$ cat src/rtl/twi_pkg.sv
// Purpose: shared constants and types for the trap and wake interrupt block
// Assumes: APB slave, 32-bit data, one instruction clock
// Notes: register offsets are byte addresses
package twi_pkg;
    localparam logic [7:0] OFF_WAKE_ENABLE = 8'h00;
    localparam logic [7:0] OFF_WAKE_EDGE = 8'h04;
    localparam logic [7:0] OFF_WAKE_PENDING = 8'h08;
    localparam logic [7:0] OFF_CONTROL = 8'h0c;
    localparam logic [7:0] OFF_STATUS = 8'h10;
    localparam int CTL_GIE_BIT = 0;
    localparam int CTL_GROUP_EN_BIT = 1;
    localparam int CTL_EXT_EN_BIT = 2;
    localparam int CTL_EXT_POL_BIT = 3;
    localparam int CTL_EXT_PEND_BIT = 4;
    localparam logic [7:0] RST_WAKE_ENABLE = 8'h00;
    localparam logic [7:0] RST_WAKE_EDGE = 8'h00;
    localparam logic [7:0] RST_WAKE_PENDING = 8'h00;
    localparam logic [7:0] TRAP_OPCODE = 8'h00;
    localparam logic [7:0] VEC_TRAP = 8'hfe;
    localparam logic [7:0] VEC_EXT = 8'hfa;
    localparam logic [7:0] VEC_WAKE = 8'he2;
    localparam logic [7:0] VEC_DEFAULT = 8'he0;
    localparam logic [14:0] STACK_UNDERFLOW_PC = 15'h7fff;
    localparam logic [7:0] STACK_LIMIT = 8'h6f;

    typedef enum logic [1:0] {TWI_IDLE, TWI_IN_MASKABLE, TWI_IN_TRAP} twi_ctx_e;

    typedef struct packed {
        logic psel;
        logic penable;
        logic pwrite;
        logic [7:0] paddr;
        logic [31:0] pwdata;
    } twi_apb_req_s;

    typedef struct packed {
        logic fetch_valid;
        logic [7:0] fetch_opcode;
        logic fetch_in_range;
        logic [14:0] fetch_pc;
        logic clear_trap_pending_instr;
        logic vector_select_instr;
        logic return_from_irq_instr;
        logic return_and_skip_instr;
        logic stack_pop;
        logic [7:0] stack_ptr;
    } twi_seq_s;

    typedef struct packed {
        logic trap_pending_flag;
        twi_ctx_e ctx;
        logic global_irq_enable;
        logic wake_port_group_enable;
        logic ext_irq_enable;
        logic ext_irq_polarity;
        logic ext_irq_pending;
        logic ext_pin_last;
        logic [7:0] wake_enable_reg;
        logic [7:0] wake_edge_reg;
        logic [7:0] wake_pending_reg;
        logic [7:0] wake_pin_last;
        logic [31:0] prdata;
        logic [7:0] vector_low;
        logic vector_valid;
        logic [14:0] return_addr;
        logic push_valid;
        logic pc_load_valid;
        logic [14:0] pc_load_value;
        logic trap_ack;
        logic resume_after_halt;
    } twi_state_s;
endpackage

$ cat src/rtl/twi_trap_wake_irq.sv
// Purpose: trap pending flag, maskable gating, wake port edge interrupts, vector select
// Assumes: sequencer pulses for one cycle per executed instruction, pins synchronous
// Notes: APB slave with zero wait states, unmapped reads return zero
//
// Added by the designer: the register offsets and the APB interface to the registers.
module twi_trap_wake_irq #(
    parameter int WAKE_PINS = 8
) (
    input wire logic sys_clk,
    input wire logic reset_n,
    input wire twi_pkg::twi_apb_req_s apb_req,
    output logic [31:0] prdata,
    output logic pready,
    output logic pslverr,
    input wire twi_pkg::twi_seq_s seq,
    input wire logic [7:0] prog_mem_data,
    input wire logic [WAKE_PINS-1:0] wake_pins,
    input wire logic ext_pin,
    input wire logic halted,
    output logic [7:0] fetched_opcode,
    output logic trap_ack,
    output logic irq_request,
    output logic [7:0] vector_low,
    output logic vector_valid,
    output logic [14:0] return_addr,
    output logic push_valid,
    output logic pc_load_valid,
    output logic [14:0] pc_load_value,
    output logic resume_after_halt,
    output logic global_irq_enable
);
    twi_pkg::twi_state_s st_reg;
    twi_pkg::twi_state_s st_next;
    logic wr;
    logic rd;
    logic trap_now;
    logic ext_edge;
    logic [WAKE_PINS-1:0] wake_edge;
    logic wake_active;
    logic ext_active;
    logic mask_ok;
    logic [31:0] wmask;

    function automatic logic edge_hit(input logic prev, input logic cur, input logic rising);
        edge_hit = rising ? (!prev && cur) : (prev && !cur);
    endfunction

    assign wr = apb_req.psel && apb_req.penable && apb_req.pwrite;
    assign rd = apb_req.psel && !apb_req.pwrite;
    assign wmask = apb_req.pwdata;
    assign pready = 1'b1;
    assign pslverr = 1'b0;

    assign fetched_opcode = seq.fetch_in_range ? prog_mem_data : twi_pkg::TRAP_OPCODE;

    assign trap_now = seq.fetch_valid && (fetched_opcode == twi_pkg::TRAP_OPCODE);

    assign ext_edge = edge_hit(st_reg.ext_pin_last, ext_pin, st_reg.ext_irq_polarity);

    genvar gi;
    generate
        for (gi = 0; gi < WAKE_PINS; gi++)
        begin : g_wake
            assign wake_edge[gi] = edge_hit(st_reg.wake_pin_last[gi], wake_pins[gi], st_reg.wake_edge_reg[gi]);
        end
    endgenerate

    // Per pin enable and pending, gated by the group enable
    assign wake_active = |(st_reg.wake_pending_reg & st_reg.wake_enable_reg) && st_reg.wake_port_group_enable;
    assign ext_active = st_reg.ext_irq_enable && st_reg.ext_irq_pending;
    assign mask_ok = !st_reg.trap_pending_flag && st_reg.global_irq_enable && (st_reg.ctx == twi_pkg::TWI_IDLE);
    assign irq_request = mask_ok && (ext_active || wake_active);

    always_comb
    begin
        st_next = st_reg;
        st_next.trap_ack = 1'b0;
        st_next.vector_valid = 1'b0;
        st_next.push_valid = 1'b0;
        st_next.pc_load_valid = 1'b0;
        st_next.resume_after_halt = 1'b0;
        st_next.ext_pin_last = ext_pin;
        st_next.wake_pin_last = wake_pins;
        st_next.prdata = 32'h0000_0000;
        if (rd)
        begin
            case (apb_req.paddr)
                twi_pkg::OFF_WAKE_ENABLE: st_next.prdata = {24'h000000, st_reg.wake_enable_reg};
                twi_pkg::OFF_WAKE_EDGE: st_next.prdata = {24'h000000, st_reg.wake_edge_reg};
                twi_pkg::OFF_WAKE_PENDING: st_next.prdata = {24'h000000, st_reg.wake_pending_reg};
                twi_pkg::OFF_CONTROL: st_next.prdata = {27'h0, st_reg.ext_irq_pending,
                    st_reg.ext_irq_polarity, st_reg.ext_irq_enable, st_reg.wake_port_group_enable,
                    st_reg.global_irq_enable};
                twi_pkg::OFF_STATUS: st_next.prdata = {30'h0, st_reg.ctx};
                default: st_next.prdata = 32'h0000_0000;
            endcase
        end
        if (wr)
        begin
            case (apb_req.paddr)
                twi_pkg::OFF_WAKE_ENABLE: st_next.wake_enable_reg = wmask[7:0];
                twi_pkg::OFF_WAKE_EDGE: st_next.wake_edge_reg = wmask[7:0];
                twi_pkg::OFF_WAKE_PENDING: st_next.wake_pending_reg = st_reg.wake_pending_reg & wmask[7:0];
                twi_pkg::OFF_CONTROL:
                begin
                    st_next.global_irq_enable = wmask[twi_pkg::CTL_GIE_BIT];
                    st_next.wake_port_group_enable = wmask[twi_pkg::CTL_GROUP_EN_BIT];
                    st_next.ext_irq_enable = wmask[twi_pkg::CTL_EXT_EN_BIT];
                    st_next.ext_irq_polarity = wmask[twi_pkg::CTL_EXT_POL_BIT];
                    st_next.ext_irq_pending = st_reg.ext_irq_pending & wmask[twi_pkg::CTL_EXT_PEND_BIT];
                end
                default: st_next.prdata = st_next.prdata;
            endcase
        end
        // Edge sets after clears so an event is never lost
        // Set on selected edge
        st_next.wake_pending_reg = st_next.wake_pending_reg | wake_edge;
        if (ext_edge)
        begin
            st_next.ext_irq_pending = 1'b1;
        end
        // Halt wake with interrupt off resumes
        // Pending latches only after this edge, so test the enables directly
        if (halted && |wake_edge && !irq_request
            && !(mask_ok && st_reg.wake_port_group_enable && |(wake_edge & st_reg.wake_enable_reg)))
        begin
            st_next.resume_after_halt = 1'b1;
        end
        if (seq.clear_trap_pending_instr)
        begin
            st_next.trap_pending_flag = 1'b0;
        end
        if (seq.stack_pop && seq.stack_ptr > twi_pkg::STACK_LIMIT)
        begin
            st_next.pc_load_valid = 1'b1;
            st_next.pc_load_value = twi_pkg::STACK_UNDERFLOW_PC;
        end
        if (seq.return_from_irq_instr)
        begin
            st_next.global_irq_enable = 1'b1;
            st_next.ctx = twi_pkg::TWI_IDLE;
        end
        if (seq.return_and_skip_instr)
        begin
            st_next.ctx = twi_pkg::TWI_IDLE;
        end
        if (irq_request)
        begin
            // Maskable taken clears global enable to block nesting
            st_next.global_irq_enable = 1'b0;
            st_next.ctx = twi_pkg::TWI_IN_MASKABLE;
            st_next.push_valid = 1'b1;
            st_next.return_addr = seq.fetch_pc;
        end
        // Trap sets flag, enable untouched, trap nests
        if (trap_now)
        begin
            st_next.trap_pending_flag = 1'b1;
            st_next.global_irq_enable = st_reg.global_irq_enable;
            st_next.trap_ack = 1'b1;
            st_next.ctx = twi_pkg::TWI_IN_TRAP;
            st_next.push_valid = 1'b1;
            st_next.return_addr = seq.fetch_pc;
        end
        if (seq.vector_select_instr)
        begin
            st_next.vector_valid = 1'b1;
            if (st_reg.trap_pending_flag)
            begin
                st_next.vector_low = twi_pkg::VEC_TRAP;
            end
            // Global enable is already off inside the routine that runs this
            else if (ext_active)
            begin
                st_next.vector_low = twi_pkg::VEC_EXT;
            end
            else if (wake_active)
            begin
                st_next.vector_low = twi_pkg::VEC_WAKE;
            end
            else
            begin
                st_next.vector_low = twi_pkg::VEC_DEFAULT;
            end
        end
    end

    always_ff @(posedge sys_clk)
    begin
        if (!reset_n)
        begin
            st_reg <= '0;
            st_reg.ctx <= twi_pkg::TWI_IDLE;
            st_reg.wake_enable_reg <= twi_pkg::RST_WAKE_ENABLE;
            st_reg.wake_edge_reg <= twi_pkg::RST_WAKE_EDGE;
            st_reg.wake_pending_reg <= twi_pkg::RST_WAKE_PENDING;
        end
        else
        begin
            st_reg <= st_next;
        end
    end

    assign prdata = st_reg.prdata;
    assign trap_ack = st_reg.trap_ack;
    assign vector_low = st_reg.vector_low;
    assign vector_valid = st_reg.vector_valid;
    assign return_addr = st_reg.return_addr;
    assign push_valid = st_reg.push_valid;
    assign pc_load_valid = st_reg.pc_load_valid;
    assign pc_load_value = st_reg.pc_load_value;
    assign resume_after_halt = st_reg.resume_after_halt;
    assign global_irq_enable = st_reg.global_irq_enable;

    // Read data registered in setup so it is valid in access
    property p_trap_set;
        @(posedge sys_clk) disable iff (!reset_n) trap_now |=> st_reg.trap_pending_flag && trap_ack;
    endproperty
    a_trap_set: assert property (p_trap_set) else $error("trap flag not set");
    property p_trap_hold;
        @(posedge sys_clk) disable iff (!reset_n)
            st_reg.trap_pending_flag && !seq.clear_trap_pending_instr |=> st_reg.trap_pending_flag;
    endproperty
    a_trap_hold: assert property (p_trap_hold) else $error("trap flag cleared wrongly");
    property p_gie_kept;
        @(posedge sys_clk) disable iff (!reset_n)
            trap_now && !seq.return_from_irq_instr |=> global_irq_enable == $past(global_irq_enable);
    endproperty
    a_gie_kept: assert property (p_gie_kept) else $error("trap changed global enable");
    property p_block;
        @(posedge sys_clk) disable iff (!reset_n) st_reg.trap_pending_flag |-> !irq_request;
    endproperty
    a_block: assert property (p_block) else $error("maskable during trap");
    property p_vec_trap;
        @(posedge sys_clk) disable iff (!reset_n)
            seq.vector_select_instr && st_reg.trap_pending_flag |=> vector_valid && vector_low == 8'hfe;
    endproperty
    a_vec_trap: assert property (p_vec_trap) else $error("wrong trap vector");
    property p_ret_addr;
        @(posedge sys_clk) disable iff (!reset_n) trap_now |=> return_addr == $past(seq.fetch_pc);
    endproperty
    a_ret_addr: assert property (p_ret_addr) else $error("bad return address");
    property p_return_from_irq_instr;
        @(posedge sys_clk) disable iff (!reset_n)
            seq.return_from_irq_instr && !trap_now && !irq_request |=> global_irq_enable;
    endproperty
    a_return_from_irq_instr: assert property (p_return_from_irq_instr) else $error("return did not set enable");
    property p_wake_latch;
        @(posedge sys_clk) disable iff (!reset_n) wake_edge[0] |=> st_reg.wake_pending_reg[0];
    endproperty
    a_wake_latch: assert property (p_wake_latch) else $error("wake edge lost");
    property p_nest;
        @(posedge sys_clk) disable iff (!reset_n) st_reg.ctx != twi_pkg::TWI_IDLE |-> !irq_request;
    endproperty
    a_nest: assert property (p_nest) else $error("maskable nested");
endmodule

$ cat config.mk
export PLATFORM = sky130hd
export DESIGN_NAME = twi_trap_wake_irq
export DESIGN_NICKNAME = d
export VERILOG_FILES = /design/src/rtl/twi_pkg.sv /design/src/rtl/twi_trap_wake_irq.sv
export SDC_FILE = /design/constraint.sdc
export NUM_CORES = 1
export LEC_CHECK = 0
export ABC_AREA = 1
export BUFFER_PORTS_ARGS = -buffer_cell sky130_fd_sc_hd__buf_4
export CAP_MARGIN = 30
export CORE_MARGIN = 4
export CORE_UTILIZATION = 40
export DETAILED_ROUTE_END_ITERATION = 8
export GPL_ROUTABILITY_DRIVEN = 0
export PLACE_DENSITY = 0.7
export RECOVER_POWER = 100
export SYNTH_ARGS = -nofsm -noshare
export SYNTH_HDL_FRONTEND = slang
export SYNTH_SLANG_ARGS = --single-unit
export TNS_END_PERCENT = 5
$ cat constraint.sdc
create_clock -name sys_clk -period 2.7 [get_ports sys_clk]
set_input_delay 0.405 -clock sys_clk [delete_from_list [all_inputs] [get_ports sys_clk]]
set_output_delay 0.405 -clock sys_clk [all_outputs]
set_load 0.05 [all_outputs]
# Word level (Yosys, flattened, before mapping)
# Cells that the tools add are included.
[totals]
reg_bits = 100
latchBits = 0
ram_bits = 0
rom_bits = 0
inputBits = 101
output_inout_bits = 87
elab_cells = 141
mem_count = 0
[op_classes]
n_addsub = 0
multipliers = 0
div = 0
magnitude_cmp = 1
n_eq_ne = 4
shift = 0
muxes = 30
n_bitwise = 7
reduce_logical = 77
[ops]
columns = ["op", "n"]
rows = [
  ["2-to-1 mux 16 bit", 3],
  ["one-hot mux 8 bit (5 select lines)", 1],
  ["logical AND 1 bit", 33],
  ["AND 8 bit", 3],
  ["2-to-1 mux 8 bit", 3],
  ["OR reduction 8 bit", 3],
  ["logical NOT 1 bit", 22],
  ["2-to-1 mux 5 bit", 4],
  ["== test 8 x 4 -> 1 bit (second input constant)", 2],
  ["logical NOT 8 bit", 2],
  ["2-to-1 mux 1 bit", 14],
  ["AND reduction 2 bit", 5],
  ["nonzero test 3 bit", 3],
  ["== test 8 x 3 -> 1 bit (second input constant)", 1],
  ["== test 8 x 5 -> 1 bit (second input constant)", 1],
  ["> comparator 8 x 7 -> 1 bit (second input constant)", 1],
  ["bitwise OR 8 bit", 1],
  ["nonzero test 2 bit", 4],
  ["2-to-1 mux 3 bit", 2],
  ["2-to-1 mux 2 bit", 2],
  ["2-to-1 mux 4 bit", 1],
  ["nonzero test 4 bit", 1],
  ["AND reduction 3 bit", 1],
  ["logical NOT 2 bit", 1],
  ["other kinds (4)", 5],
]

# Depth between registers and ports, before layout
[logic_depth]
depth_word = 9
depth_mapped = 11
ltp_nobuf = 11

# Worst setup path before layout
# No wires, ideal clock.
[synth_timing]
path_type = "reg2out"
startpoint = "reg st_reg (netlist bit global_irq_enable)"
endpoint = "out irq_request"
arrival_time_ns = 1.484
path_slack_ns = 0.811
stages_incl_launch_ff = 5
path_buffers = 1
path_cell_list = "dfxtp_1 -> and3_1 -> nand2_2 -> buf_4 -> inv_1"
[synth_between]
elab_chain_cells = 3
[synth_rtl]
columns = ["element", "line_no", "rtl"]
rows = [
  ["start, declared", "twi_trap_wake_irq.sv:32", "twi_pkg::twi_state_s st_reg;"],
  ["start signal, assigned", "twi_trap_wake_irq.sv:200", "st_reg <= st_next;"],
  ["logical AND 1 bit (2 in a row)", "twi_trap_wake_irq.sv:71", "assign mask_ok = !st_reg.trap_pending_flag && st_reg.global_irq_enable && (st_reg.ctx == twi_pkg::TWI_IDLE);"],
  ["logical AND 1 bit", "twi_trap_wake_irq.sv:72", "assign irq_request = mask_ok && (ext_active || wake_active);"],
  ["end, declared", "twi_trap_wake_irq.sv:22", "output logic irq_request,"],
]
# Every way passes these cells.

# Worst setup path in the final report
[layout_timing]
startpoint = "in apb_req[38] in the netlist's numbering"
endpoint = "reg st_reg[88] in the netlist's numbering"
[layout_between]
elab_chain_cells = 4
[layout_rtl]
columns = ["element", "line_no", "rtl"]
rows = [
  ["start, declared", "twi_trap_wake_irq.sv:11", "input wire twi_pkg::twi_apb_req_s apb_req,"],
  ["== test 8 x 4 -> 1 bit", "twi_trap_wake_irq.sv:100", "case (apb_req.paddr)"],
  ["2-to-1 mux 8 bit", "twi_trap_wake_irq.sv:100", ""],
  ["2-to-1 mux 8 bit", "twi_trap_wake_irq.sv:98", "if (wr)"],
  ["bitwise OR 8 bit", "twi_trap_wake_irq.sv:117", "st_next.wake_pending_reg = st_next.wake_pending_reg | wake_edge;"],
]
# Every way passes these cells.
# A chain may end at the register's enable or synchronous reset.

==> reports/metrics.cfg <==
[run_status]
run_status=completed

[sta]
slew_headroom_pct=46.3
final.period_utilization_pct=76.6
tightest_slew_ns=0.802
fin_ws_ns=0.632
drv_slew=0
finalHoldViolations=0
fmax_ghz=0.484
fin_hold_ws_ns=0.236
rsz0062_at_grt=no
fin_skew_ns=0.0158
setup_tns_ns=0
period_needed_ns=2.07
setup-violations-final=0

[power]
power.density_nw_per_um2=577
cellLeakagePower_nw=2.20
ir_worst_vdd_mv=0.309

[logic_synthesis]
yosys_warnings=0
synth_edf_count=0
yosysMostFrequentCell=nand2_1
synthCells=585
netlist_top_cells_count=nand2_1 (110), inv_1 (83), buf_4 (75)
yosysTopAreaCell=dfxtp_1
synth_area_leaders=dfxtp_1 (37%), buf_4 (14%), nand2_1 (10%)
seq_area_frac_synth_pct=36.6
synth_seq_cells=74
synth.distinct_cells=31
synth.top_cell.area_share_pct=36.6
synth_flop_cell=dfxtp_1
syn_area_um2=4050
syn_area_per_cell_um2=6.92
async_reset_ff_share_pct=0

[worst_setup_path]
r2r_end=return_addr[5]
end_kind=flop
rrSetupSlack_ns=0.70
worstPathRequired_ns=2.91
crit_start=apb_req[38]
path_max_fanout=9
crit_path_end=st_reg[88]
reg2reg_depth=11
path_class=in2reg
crit_arrival_ns=2.28
r2r-start=st_reg[99]
start_kind=input port

[floorplan]
dieWidth_um=109
start_util_pct=41.2
die_height_um=109
boundaryPins=188
rows=36
die-area_um2=11800
core_um2=9820

[layout]
fin_util_pct=46.6
drive_gt1_share_pct=15.8
largest_reg_flops=40
diodes=0
nNetsFinal=761
area_delta_synth_final_pct=13.0

[routing]
avgRoutedWirePerCell_um=12.9
viasPerCell=4.66
dr_total_vias=3719
drt_iter0_drc=293
drcViolationCount=0
first_pass_iters=5
routed_wirelength_mm=10.3
antenna_left=0

[grt]
grtUsageTotal_pct=16.9
grt_pass1_vias=3487
grt_max_degree=50
antenna_found_initial=0
overflow=0
grt_first_pass_wirelength_mm=15.8

[flow_run]
max_cap_violations=0

[cts]
post_cts_resized=0
clk_latency_ns=0.36
root_buffer=clkbuf_8
cts_tree=done
ctsHoldBuffers=0
cts.sinks=74
post_cts_buffers=0
clkTransAtPathRegs_ns=0.08
cts-buffers-inserted=9
cts_buffer_depth=2
ctsHtreeMaxLevel=3

[worst_hold_path]
hold_path.class=in2reg
hp-start=wake_pins[3]

[placed_design]
hpwlAfterDp_mm=7.52
place.port_buffers=124
dpl_worst_slack_ns=0.753

per-layer routing:
layer  routed length [µm]  vias up  track usage (%)
met5                    0        -                0
met1                 4350     1665             20.5
met4                  336        0             10.2
met2                 4820      155             27.5
met3                  765       29             3.61
li1                     -     1870                -
final cells by class:
cell class	instances	area, µm²
Timing Repair Buffer	126	714
Clock buffer	12	155
Multi-Input combinational cell	358	1650
Tap cell	133	166
Inverter	91	342
Sequential cell	74	1480
Clock inverter	4	73.8
Fill cell	1055	5240
critical path: stages:
cell,delay (ns)
clkbuf_4,0.11
inv_1,0.05
nand2_1,0.06
nor2_1,0.12
nand2_1,0.15
nor2_1,0.59
nand2_1,0.41
o21ai_0,0.30
a21oi_1,0.09
cell families after synthesis:
| kind of cell | after synthesis | share of synthesized area [%] |
|---|---|---|
| other cells | 2 | 0.185 |
| buf+inv | 178 | 24.1 |
| compound gates | 101 | 12.9 |
| flops | 74 | 36.6 |
| simple gates | 230 | 26.2 |
where the power goes:
| part | internal [mW] | switching, mW |
|---|---|---|
| combinational | 0.122 | 0.383 |
| clock | 0.572 | 0.415 |
| sequential | 1.13 | 0.0236 |
| total | 1.82 | 0.822 |
cell usage in the layout (no fill, tap or decap), types with 2 or more instances in the layout:
cell type | synthesis | layout
nand2_2 | 4 | 2
nor3_1 | 3 | 4
buf_4 | 75 | 62
clkbuf_8 | 0 | 11
bufinv_16 | 0 | 2
and3_1 | 2 | 2
conb_1 | 2 | 27
inv_2 | 8 | 5
nand3_1 | 28 | 30
inv_1 | 83 | 85
o211ai_1 | 2 | 2
o21ai_0 | 41 | 42
nand3_2 | 10 | 8
nand2_1 | 110 | 112
o22ai_1 | 2 | 2
a21oi_1 | 51 | 51
clkbuf_1 | 5 | 62
or2_2 | 7 | 7
clkbuf_4 | 0 | 2
nor2_1 | 57 | 61
dfxtp_1 | 74 | 74
metrics by stage:
stage / power [mW] / std cells / instance area, µm²
final: 2.64 / 798 / 4580
after global routing: 2.75 / 798 / 4580
after CTS: 2.71 / 798 / 4850
after detailed placement: 1.73 / 782 / 4620
after global placement: 1.72 / 782 / 4620
after floorplan: 1.63 / 610 / 4140
worst min-delay path by stage:
stage / to / slack, ns / depth (start not counted)
after floorplan: vector_low[5] / 0.45 / 2
after global placement: st_reg[110] / 0.47 / 2
after detailed placement: st_reg[104] / 0.47 / 2
after CTS: st_reg[115] / 0.22 / 2
after global routing: st_reg[115] / 0.23 / 2
final: st_reg[78] / 0.24 / 3
No activity file was read; power rests on OpenSTA's default activity.
